[src/pmirq_pkg.sv]
/*
 * Constants shared by the protection monitor and interrupt block: register
 * offsets and fields, source bit positions, synchroniser lane map, timing.
 * Assumes a 200 MHz core clock and an external serial protocol engine.
 */
package pmirq_pkg;

    // ********************************
    // bus and register map
    // ********************************
    localparam logic [6:0] DEV_ADDR = 7'h77;
    localparam logic [7:0] REG_MASK = 8'h09;
    localparam logic [7:0] REG_CTL = 8'h0A;
    localparam logic [7:0] REG_OUT = 8'h0B;
    localparam logic [7:0] REG_ADC = 8'h0C;
    localparam logic [7:0] REG_STAT_A = 8'h14;
    localparam logic [7:0] REG_STAT_B = 8'h15;
    localparam logic [7:0] MASK_RST = 8'h00;
    localparam logic [7:0] CTL_RST = 8'h00;
    localparam logic [7:0] OUT_RST = 8'h00;
    localparam logic [7:0] READ_ZERO = 8'h00;

    // control register fields
    localparam int CTL_THR_A_LSB = 0;
    localparam int CTL_THR_B_LSB = 2;
    localparam int CTL_CMP_MASK_A = 4;
    localparam int CTL_CMP_MASK_B = 5;
    localparam int CTL_RESTART = 6;
    localparam int CTL_PG_SHOW = 7;
    // output register fields
    localparam int OUT_BULK = 0;
    localparam int OUT_PASS = 1;
    localparam int OUT_ADC_LSB = 2;
    localparam int OUT_PG_MASK = 4;

    // comparator threshold codes and their levels in mV
    localparam logic [1:0] THR_CODE_LOW = 2'h0;
    localparam int THR_MV_0 = 250;
    localparam int THR_MV_1 = 750;
    localparam int THR_MV_2 = 1500;
    localparam int THR_MV_3 = 2500;

    // converter input select codes, span and step
    localparam logic [1:0] ADC_SEL_FEEDBACK = 2'h0;
    localparam logic [1:0] ADC_SEL_SUPPLY = 2'h1;
    localparam logic [1:0] ADC_SEL_MON_B = 2'h2;
    localparam logic [1:0] ADC_SEL_MON_A = 2'h3;
    localparam int ADC_FULL_MV = 2550;
    localparam int ADC_STEP_MV = 20;
    localparam int ADC_SUPPLY_DIV = 10;
    localparam int ADC_W = 7;

    // ********************************
    // interrupt sources
    // ********************************
    localparam int NSRC = 7;
    localparam int SRC_OV = 0;
    localparam int SRC_SHDN = 1;
    localparam int SRC_THERM = 2;
    localparam int SRC_PG = 3;
    localparam int SRC_INOC = 4;
    localparam int SRC_OUTOC = 5;
    localparam int SRC_FALL = 6;

    // ********************************
    // synchroniser lanes
    // ********************************
    localparam int SYN_W = 11;
    localparam int I_CMP_A = 0;
    localparam int I_CMP_B = 1;
    localparam int I_EN = 2;
    localparam int I_OV = 3;
    localparam int I_THERM = 4;
    localparam int I_FB_IN = 5;
    localparam int I_FB_OUT = 6;
    localparam int I_CLIM = 7;
    localparam int I_SW = 8;
    localparam int I_FALL = 9;
    localparam int I_ADC = 10;

    // ********************************
    // timing
    // ********************************
    localparam int CLK_MHZ = 200;
    localparam int PG_QUAL_US = 3300;
    localparam int PG_QUAL_CYC = PG_QUAL_US * CLK_MHZ;
    localparam int EN_SETTLE_US = 10;
    localparam int EN_SETTLE_CYC = EN_SETTLE_US * CLK_MHZ;
    localparam int EN_CNT_W = 12;
    localparam logic [2:0] OC_LIMIT_CYCLES = 3'h4;
    localparam logic [1:0] PG_OUT_CYCLES = 2'h1;

    typedef enum logic [1:0] {
        TH_RUN = 2'b00,
        TH_TRIP = 2'b01,
        TH_DISCH = 2'b10
    } pmirq_therm_e;

endpackage

[src/pmirq_sync_if.sv]
/*
 * Carrier between the top and its input synchroniser: raw pin levels in,
 * clean core-clock levels out.
 * Assumes the top drives raw and the synchroniser drives clean.
 */
`timescale 1ns/1ps
`default_nettype none
interface pmirq_sync_if #(parameter int W = 1);
    logic [W-1:0] raw;
    logic [W-1:0] clean;
    modport syncer(input raw, output clean);
    modport user(output raw, input clean);
endinterface
`default_nettype wire

[src/pmirq_top.sv]
/*
 * Protection monitor and interrupt logic of a buck controller: fault latches,
 * power-good timing, interrupt status and mask, switch and converter control.
 * Assumes a serial protocol engine in front presents decoded register
 * accesses, and analog comparators and the converter drive the sense inputs.
 */
`timescale 1ns/1ps
`default_nettype none
module pmirq_top import pmirq_pkg::*; #(
    parameter int unsigned PG_QUAL_CYCLES = PG_QUAL_CYC
) (
    input wire logic ref_clk,
    input wire logic arst_n,
    input wire logic bus_sel,
    input wire logic [6:0] bus_dev_addr,
    input wire logic bus_wr,
    input wire logic bus_rd,
    input wire logic [7:0] bus_addr,
    input wire logic [7:0] bus_wdata,
    output logic [7:0] bus_rdata,
    output logic bus_ack,
    input wire logic cmp_trip_a,
    input wire logic cmp_trip_b,
    input wire logic chip_en,
    input wire logic ov_cmp,
    input wire logic thermal_trip,
    input wire logic fb_in_inner,
    input wire logic fb_in_outer,
    input wire logic cycle_limit,
    input wire logic sw_cycle,
    input wire logic falling_output_cmp,
    input wire logic adc_done,
    input wire logic [6:0] adc_data,
    output logic [1:0] cmp_threshold_sel_a,
    output logic [1:0] cmp_threshold_sel_b,
    output logic outer_overcurrent_flag,
    output logic converter_suspend,
    output logic power_switches_off,
    output logic discharge_req,
    output logic power_ok,
    output logic [1:0] adc_mux_sel,
    output logic bulk_cap_switch_ctl,
    output logic pass_switch_drive_out,
    output logic pass_switch_drive_oe,
    output logic irq_pin_out,
    output logic irq_pin_oe
);
    // ********************************
    // input synchronisers
    // ********************************
    pmirq_sync_if #(.W(SYN_W)) sif ();
    assign sif.raw = {adc_done, falling_output_cmp, sw_cycle, cycle_limit, fb_in_outer,
                      fb_in_inner, thermal_trip, ov_cmp, chip_en, cmp_trip_b, cmp_trip_a};
    pmirq_sync #(.W(SYN_W)) u_sync (.ref_clk(ref_clk), .arst_n(arst_n), .sif(sif));

    logic [SYN_W-1:0] s;
    logic [SYN_W-1:0] s_q;
    assign s = sif.clean;
    always_ff @(posedge ref_clk or negedge arst_n) begin
        if (!arst_n) s_q <= '0;
        else s_q <= s;
    end
    logic en;
    logic en_fall;
    logic en_rise;
    logic tick;
    assign en = s[I_EN];
    assign en_fall = s_q[I_EN] & ~en;
    assign en_rise = en & ~s_q[I_EN];
    assign tick = s[I_SW] & ~s_q[I_SW];

    // ********************************
    // register bus
    // ********************************
    logic [7:0] mask_r;
    logic [7:0] ctl_r;
    logic [7:0] out_r;
    logic [ADC_W-1:0] adc_r;
    logic [NSRC-1:0] stat_r;
    logic [7:0] stat_b;
    logic bus_hit;
    logic bus_we;
    logic stat_rd;
    assign bus_hit = bus_sel && (bus_dev_addr == DEV_ADDR);
    assign bus_we = bus_hit && bus_wr;
    assign stat_rd = bus_hit && bus_rd && (bus_addr == REG_STAT_A);

    always_ff @(posedge ref_clk or negedge arst_n) begin
        if (!arst_n) begin
            mask_r <= MASK_RST;
            ctl_r <= CTL_RST;
            out_r <= OUT_RST;
        end else if (bus_we) begin
            if (bus_addr == REG_MASK) mask_r <= bus_wdata;
            if (bus_addr == REG_CTL) ctl_r <= bus_wdata;
            if (bus_addr == REG_OUT) out_r <= bus_wdata;
        end
    end

    // unmapped addresses read zero and ignore writes
    always_ff @(posedge ref_clk or negedge arst_n) begin
        if (!arst_n) begin
            bus_rdata <= READ_ZERO;
            bus_ack <= 1'b0;
        end else begin
            bus_ack <= bus_hit && (bus_wr || bus_rd);
            bus_rdata <= READ_ZERO;
            if (bus_hit && bus_rd) begin
                unique case (bus_addr)
                    REG_MASK: bus_rdata <= mask_r;
                    REG_CTL: bus_rdata <= ctl_r;
                    REG_OUT: bus_rdata <= out_r;
                    REG_ADC: bus_rdata <= {1'b0, adc_r};
                    REG_STAT_A: bus_rdata <= {1'b0, stat_r};
                    REG_STAT_B: bus_rdata <= stat_b;
                    default: bus_rdata <= READ_ZERO;
                endcase
            end
        end
    end

    // ********************************
    // converter result and select
    // ********************************
    // data is taken once done has crossed, so it has long been stable
    always_ff @(posedge ref_clk or negedge arst_n) begin
        if (!arst_n) adc_r <= '0;
        else if (s[I_ADC] && !s_q[I_ADC]) adc_r <= adc_data;
    end
    assign adc_mux_sel = out_r[OUT_ADC_LSB +: 2];
    assign cmp_threshold_sel_a = ctl_r[CTL_THR_A_LSB +: 2];
    assign cmp_threshold_sel_b = ctl_r[CTL_THR_B_LSB +: 2];
    assign bulk_cap_switch_ctl = out_r[OUT_BULK];
    assign pass_switch_drive_out = 1'b0;
    assign pass_switch_drive_oe = out_r[OUT_PASS];
    assign irq_pin_out = 1'b0;

    // ********************************
    // outer current comparators
    // ********************************
    logic [EN_CNT_W-1:0] en_cnt_r;
    logic en_settled_r;
    logic outer_trip_r;
    logic trip_any;
    always_ff @(posedge ref_clk or negedge arst_n) begin
        if (!arst_n) begin
            en_cnt_r <= '0;
            en_settled_r <= 1'b0;
        end else if (!en) begin
            en_cnt_r <= '0;
            en_settled_r <= 1'b0;
        end else if (!en_settled_r) begin
            en_cnt_r <= en_cnt_r + 1'b1;
            en_settled_r <= (en_cnt_r == EN_CNT_W'(EN_SETTLE_CYC - 1));
        end
    end

    assign trip_any = (s[I_CMP_A] & ~ctl_r[CTL_CMP_MASK_A]) |
                      (s[I_CMP_B] & ~ctl_r[CTL_CMP_MASK_B]);
    // restart mode drops the latch once the comparators fall back
    always_ff @(posedge ref_clk or negedge arst_n) begin
        if (!arst_n) outer_trip_r <= 1'b0;
        else if (trip_any && en_settled_r) outer_trip_r <= 1'b1;
        else if (!en || ctl_r[CTL_RESTART]) outer_trip_r <= 1'b0;
    end
    always_ff @(posedge ref_clk or negedge arst_n) begin
        if (!arst_n) outer_overcurrent_flag <= 1'b0;
        else outer_overcurrent_flag <= outer_trip_r & en_settled_r;
    end

    // ********************************
    // over-voltage and inner over-current
    // ********************************
    logic ov_fault_r;
    logic inner_oc_r;
    logic [2:0] cl_cnt_r;
    always_ff @(posedge ref_clk or negedge arst_n) begin
        if (!arst_n) ov_fault_r <= 1'b0;
        else if (s[I_OV]) ov_fault_r <= 1'b1;
    end

    always_ff @(posedge ref_clk or negedge arst_n) begin
        if (!arst_n) begin
            cl_cnt_r <= '0;
            inner_oc_r <= 1'b0;
        end else if (!en) begin
            cl_cnt_r <= '0;
            inner_oc_r <= 1'b0;
        end else if (tick) begin
            if (!s[I_CLIM]) cl_cnt_r <= '0;
            else if (cl_cnt_r == OC_LIMIT_CYCLES) inner_oc_r <= 1'b1;
            else cl_cnt_r <= cl_cnt_r + 1'b1;
        end
    end

    // ********************************
    // thermal sequence
    // ********************************
    pmirq_therm_e th_r;
    always_ff @(posedge ref_clk or negedge arst_n) begin
        if (!arst_n) th_r <= TH_RUN;
        else begin
            unique case (th_r)
                TH_RUN: if (s[I_THERM]) th_r <= TH_TRIP;
                TH_TRIP: if (!s[I_THERM]) th_r <= TH_DISCH;
                TH_DISCH: begin
                    if (s[I_THERM]) th_r <= TH_TRIP;
                    else if (!en) th_r <= TH_RUN;
                end
                default: th_r <= TH_TRIP;
            endcase
        end
    end
    always_ff @(posedge ref_clk or negedge arst_n) begin
        if (!arst_n) begin
            power_switches_off <= 1'b0;
            discharge_req <= 1'b0;
            converter_suspend <= 1'b0;
        end else begin
            power_switches_off <= ov_fault_r | inner_oc_r | (th_r != TH_RUN);
            discharge_req <= (th_r == TH_DISCH);
            converter_suspend <= outer_trip_r;
        end
    end

    // ********************************
    // power good
    // ********************************
    logic pg_mask;
    logic qual_run;
    logic qual_done;
    logic pg_r;
    logic pg_lost;
    logic startup_r;
    logic [1:0] out_cnt_r;
    assign pg_mask = out_r[OUT_PG_MASK];
    assign qual_run = en & s[I_FB_IN] & (th_r == TH_RUN);
    pmirq_qual_timer #(.CYCLES(PG_QUAL_CYCLES)) u_qual (
        .ref_clk(ref_clk),
        .arst_n(arst_n),
        .run(qual_run),
        .done(qual_done)
    );

    always_ff @(posedge ref_clk or negedge arst_n) begin
        if (!arst_n) out_cnt_r <= '0;
        else if (s[I_FB_OUT] || !en) out_cnt_r <= '0;
        else if (tick && out_cnt_r != PG_OUT_CYCLES) out_cnt_r <= out_cnt_r + 1'b1;
    end
    assign pg_lost = tick && !s[I_FB_OUT] && (out_cnt_r == PG_OUT_CYCLES);

    always_ff @(posedge ref_clk or negedge arst_n) begin
        if (!arst_n) pg_r <= 1'b0;
        else if (pg_lost || !en || th_r != TH_RUN) pg_r <= 1'b0;
        else if (qual_done) pg_r <= 1'b1;
    end
    always_ff @(posedge ref_clk or negedge arst_n) begin
        if (!arst_n) startup_r <= 1'b0;
        else if (en_rise) startup_r <= 1'b1;
        else if (pg_r || !en) startup_r <= 1'b0;
    end
    assign power_ok = pg_r & ~pg_mask;

    // ********************************
    // interrupt status and pin
    // ********************************
    logic [NSRC-1:0] ev;
    logic pending_r;
    always_comb begin
        ev = '0;
        // the latch is still clear in the cycle that first sees the comparator
        ev[SRC_OV] = s[I_OV] & ~ov_fault_r;
        ev[SRC_SHDN] = en_fall;
        ev[SRC_THERM] = (th_r == TH_RUN) & s[I_THERM];
        ev[SRC_PG] = pg_lost & pg_r & ~pg_mask;
        ev[SRC_INOC] = tick & s[I_CLIM] & (cl_cnt_r == OC_LIMIT_CYCLES) & ~inner_oc_r;
        ev[SRC_OUTOC] = trip_any & en_settled_r & ~outer_trip_r;
        ev[SRC_FALL] = s[I_FALL] & ~s_q[I_FALL];
    end

    // a new event in the read cycle survives the clear
    always_ff @(posedge ref_clk or negedge arst_n) begin
        if (!arst_n) stat_r <= '0;
        else stat_r <= (stat_rd ? '0 : stat_r) | ev;
    end
    assign stat_b = {1'b0, startup_r, pg_r, outer_trip_r, inner_oc_r,
                     (th_r != TH_RUN), ov_fault_r, en};

    always_ff @(posedge ref_clk or negedge arst_n) begin
        if (!arst_n) pending_r <= 1'b0;
        else pending_r <= (|(stat_r & ~mask_r[NSRC-1:0])) | startup_r |
                          (ctl_r[CTL_PG_SHOW] & ~pg_r & ~pg_mask);
    end
    // open drain: the pin is released to its high active level while pending
    assign irq_pin_oe = ~pending_r;
endmodule
`default_nettype wire

[src/pmirq_sync.sv]
/*
 * Two-stage synchroniser, one lane per asynchronous input.
 * Assumes each input is a level held far longer than two clock periods.
 */
`timescale 1ns/1ps
`default_nettype none
module pmirq_sync #(parameter int W = 1) (
    input wire logic ref_clk,
    input wire logic arst_n,
    pmirq_sync_if.syncer sif
);
    for (genvar i = 0; i < W; i++) begin : g_lane
        logic meta_r;
        logic hold_r;
        always_ff @(posedge ref_clk or negedge arst_n) begin
            if (!arst_n) begin
                meta_r <= 1'b0;
                hold_r <= 1'b0;
            end else begin
                meta_r <= sif.raw[i];
                hold_r <= meta_r;
            end
        end
        assign sif.clean[i] = hold_r;
    end
endmodule
`default_nettype wire

[src/pmirq_qual_timer.sv]
/*
 * Qualification timer: done rises after run has held for CYCLES clocks in a
 * row and stays while run holds; any drop of run restarts the count.
 * Assumes run is already synchronous to ref_clk.
 */
`timescale 1ns/1ps
`default_nettype none
module pmirq_qual_timer #(parameter int unsigned CYCLES = 1) (
    input wire logic ref_clk,
    input wire logic arst_n,
    input wire logic run,
    output logic done
);
    localparam int CW = $clog2(CYCLES + 1);
    localparam logic [CW-1:0] LAST = CW'(CYCLES - 1);
    logic [CW-1:0] cnt_r;

    always_ff @(posedge ref_clk or negedge arst_n) begin
        if (!arst_n) begin
            cnt_r <= '0;
            done <= 1'b0;
        end else if (!run) begin
            cnt_r <= '0;
            done <= 1'b0;
        end else if (!done) begin
            cnt_r <= cnt_r + 1'b1;
            done <= (cnt_r == LAST);
        end
    end
endmodule
`default_nettype wire

[config.mk]
export PLATFORM = sky130hd
export DESIGN_NAME = pmirq_top
export DESIGN_NICKNAME = d
export VERILOG_FILES = /design/src/pmirq_pkg.sv /design/src/pmirq_sync_if.sv /design/src/pmirq_top.sv /design/src/pmirq_sync.sv /design/src/pmirq_qual_timer.sv
export SDC_FILE = /design/constraint.sdc
export NUM_CORES = 1
export LEC_CHECK = 0
export BUFFER_PORTS_ARGS = -buffer_cell sky130_fd_sc_hd__buf_2
export CORE_MARGIN = 10
export CORE_UTILIZATION = 55
export CTS_CLUSTER_SIZE = 10
export DETAILED_ROUTE_END_ITERATION = 6
export GPL_TIMING_DRIVEN = 0
export PLACE_DENSITY = 0.76
export SLEW_MARGIN = 20
export SYNTH_ARGS = -nofsm -noshare
export SYNTH_HDL_FRONTEND = slang
export SYNTH_HIERARCHICAL = 1
export SYNTH_SLANG_ARGS = --single-unit
[constraint.sdc]
create_clock -name ref_clk -period 3.6 [get_ports ref_clk]
set_clock_uncertainty 0.05 [all_clocks]
set_input_delay 0.18 -clock ref_clk [delete_from_list [all_inputs] [get_ports ref_clk]]
set_output_delay 0.18 -clock ref_clk [all_outputs]
set_load 0.005 [all_outputs]
==> summary.md <==
| Metric | Value |
|---|---|
| Mapped cell area | `5525 um^2` |
| CORE AREA | `between 9000 and 10000 um^2` |
| Clock Path Buffers | `2` |
| First-pass detailed-route iteration total | `7` |
| Register area share after synthesis | `0.5616` |
| Avg Inst Size Synth | `11.99 um^2` |
| Overall routing resource usage | `0.1730` |
| I/O Buffers | `67` |
| Predominant post-synthesis flop cell | `dfrtp_1` |
| Worst Setup Start Kind | `register` |
| FF-to-FF End | `u_qual/cnt_r[18]$_DFFE_PN0P_` |
| Die Wd | `120.2 um` |
| Hold_buf cts | `31` |
| Crit path max-delay family | `simple AND/OR/NAND/NOR gates` |
| H-tree lvl count | `4` |
| Ys async rst share | `1.000` |
| Distinct cells, synth | `61` |
| Critical Path AT | `2.22 ns` |
| Required @ worst endpoint | `around 4.0 ns` |
| CTS tree | `yes` |
| Warnings from Yosys | `6` |
| Final period utilization | `0.5092` |
| P&R area growth vs syn | `25.84%` |
| Vias | `3915` |
| Commonest non-fill, non-tap cell in the layout | `dfrtp_1` |
| Antenna Nets Post-Route | `0` |
| Period minus WS final | `1.833 ns` |
| Drt first-iter violations | `346` |
| FILL cells | `684` |
| Area contributors post-synth | `dfrtp_1 56%, mux2_2 6.9%, nor2_1 2.8%, buf_4 2.6%, mux2_4 2.2%` |
| Post-CTS sizing | `0` |
| # diodes | `0` |
| DP Wirelength | `7.966 mm` |
| Share of layout cells above drive strength 1 | `0.2934` |
| Worst R2R Path Depth | `6` |
| CP Capture Type | `register` |
| Crit path kind | `reg2reg` |
| Starting Density | `0.5653` |
| Clk pin slew, worst setup/hold paths | `around 0.060 ns` |
| Slowest cell on crit path | `or4_1` |
| CTS Sinks | `124` |
| Pleak | `3.216 nW` |
| Cells along the critical path | `nor2_1 > and3_1 > nand2_2 > nand4_4 > or4_1 > a21oi_1` |
| Fin. max-slew vios | `0` |
| Routed length per placed instance | `16.67 um` |
| Drt via density | `5.393` |
| NumNets Final | `roughly 630` |
| RSZ-0062 raised after global routing | `no` |
| Max FO, Critical Path | `9` |
| Worst slew pin tran | `between 0.7 and 0.8 ns` |
| Post-synth top area share | `0.5616` |
| Hold Path Class | `in2async` |
| Io pins | `71` |
| CP max stage delay | `0.44 ns` |
| Num CTS Buffers | `17` |
| Final setup viols | `0` |
| #FFs+latches synth | `between 100 and 150` |
| Total gr overflow | `0` |
| Clk root buf | `clkbuf_8` |
| Slew HR | `0.5082` |
| Run status | `completed` |
| # rows | `36` |
| Worst skew pair latency | `0.52 ns` |
| Worst VDD drop | `0.3598 mV` |
| First-pass GRT wire length | `slightly above 20 mm` |
| R2r setup slk | `1.77 ns` |
| Setup tns final | `0 ns` |
| Antenna violations before repair | `0` |
| Fmax | `0.5455 GHz` |
| Drc violations | `0` |
| Worst r2r src | `th_r[0]$_DFFE_PN0P_` |
| Most frequent cells in the layout | `124 x dfrtp_1, 68 x buf_2, 41 x nor2_1, 34 x mux2_2, 31 x dlygate4sd3_1` |
| RePlAce Congestion | `0.8234` |
| Die Span Y | `120.2 um` |
| DIE AREA | `14460 um^2` |
| Yosys top cell by area | `dfrtp_1` |
| Power density cells | `~470 nW/um^2` |
| Post-synth EDFFs | `0` |
| Maxcap violations | `0` |
| Total wire length | `12.11 mm` |
| Vias in the first global route | `4110` |
| Post-CTS Setup Inserts | `0` |
| Cells after synthesis | `461` |
| Largest net degree at the start of global routing | `around 70` |
| CP bufs+invs | `0` |
| Hold slack | `0.1263 ns` |
| Final Hold Vio Count | `0` |
-- Yosys cell counts (2+ instances only) --
library cell / instances
dfrtp_1: 124
nor2_1: 41
mux2_2: 34
a21oi_1: 21
buf_4: 19
inv_1: 19
nand2_1: 16
xor2_1: 12
a22o_1: 11
nor2b_1: 11
nand3_1: 10
clkbuf_1: 9
xnor2_1: 9
mux2_4: 8
and3_1: 7
nand4_1: 7
a222oi_1: 6
o21ai_0: 6
or3_1: 6
or4_1: 6
ha_1: 5
nand2b_1: 5
o31ai_1: 5
and4_1: 4
nor4_1: 4
buf_6: 3
nand4_4: 3
nand4bb_1: 3
nor3_1: 3
o21ai_1: 3
o22ai_1: 3
a211oi_1: 2
and2_1: 2
buf_2: 2
mux2i_1: 2
nand3b_1: 2
nor3b_1: 2
nor4b_1: 2
o2bb2ai_1: 2
-- logic make-up (layout without fill, tap and decap cells) --
logic type / count (synthesis) / count (layout) / synth area share
AND/OR/NAND/NOR: 144 / 144 / 0.1592
flip-flops: 124 / 124 / 0.5616
multiplexers: 44 / 44 / 0.09466
XOR/XNOR: 21 / 21 / 0.03329
AO/OA/AOI/OAI: 68 / 68 / 0.08515
other: 1 / 2 / 0.0006787
buffers and inverters: 54 / 185 / 0.05412
adder cells (fa/ha/maj): 5 / 5 / 0.01132
-- area by class of cell --
cell class	count	area (um^2)	area share
clock buffer	18	417.9	0.06010
tap	133	166.4	0.02393
inverter	20	75.07	0.01080
buffer	34	224.0	0.03221
clock inverter	14	160.2	0.02303
multi-input combinational	284	2127	0.3059
timing repair buffer	99	679.4	0.09771
sequential	124	3103	0.4463
-- per-stage QoR --
step	utilization	setup slack (ns)	area (um^2)	instances	total power, mW
after floorplan	-	1.745	5529	462	1.540
after global placement	0.6170	0.8397	6031	662	1.611
after detailed placement	0.6205	1.519	6065	663	1.620
after CTS	0.7113	1.778	6953	726	3.302
after global routing	0.7113	1.657	6953	726	3.387
final	0.7113	1.767	6953	726	3.277
-- power breakdown --
group          switching (mW)  internal (mW)  total, mW
combinational          0.0877         0.0841      0.172
clock                   0.657          0.999       1.66
sequential             0.0199           1.43       1.45
total                   0.764           2.51       3.28
-- routing by layer --
metal  routed length (um)  global-route usage  vias up  part of all wire
met5                    0                   0        -                 0
li1                     -                   -     1870                 -
met2                 5785              0.2748      123              0.48
met1                 5467              0.2208     1906              0.45
met4                  110             0.05354        0            0.0091
met3                  743             0.05677       16             0.061
-- sequential cells by signal (all words and copies together) (netlist names), 7 cells and up --
| signal | flops |
|---|---|
| u_sync/g_lane.hold_r | 11 |
| out_r | 8 |
| ctl_r | 8 |
| u_qual/cnt_r | 20 |
| adc_r | 7 |
| bus_rdata | 8 |
| stat_r | 7 |
| u_sync/g_lane.meta_r | 11 |
| mask_r | 8 |
| en_cnt_r | 12 |
-- worst max path at each step --
| stage | from | end | slack, ns | depth (start not counted) |
|---|---|---|---|---|
| 3_3_place_gp | arst_n | u_qual/cnt_r[10]$_DFFE_PN0P_ | 0.84 | 1 |
| 4_1_cts | th_r[0]$_DFFE_PN0P_ | u_qual/cnt_r[18]$_DFFE_PN0P_ | 1.78 | 6 |
| 6_report | th_r[0]$_DFFE_PN0P_ | u_qual/cnt_r[18]$_DFFE_PN0P_ | 1.77 | 6 |
| 3_5_place_dp | bus_addr[5] | mask_r[6]$_DFFE_PN0P_ | 1.52 | 7 |
| 5_1_grt | th_r[0]$_DFFE_PN0P_ | u_qual/cnt_r[14]$_DFFE_PN0P_ | 1.66 | 6 |
| 2_1_floorplan | bus_addr[5] | mask_r[0]$_DFFE_PN0P_ | 1.74 | 6 |
Power figures use the tool's default switching activity.
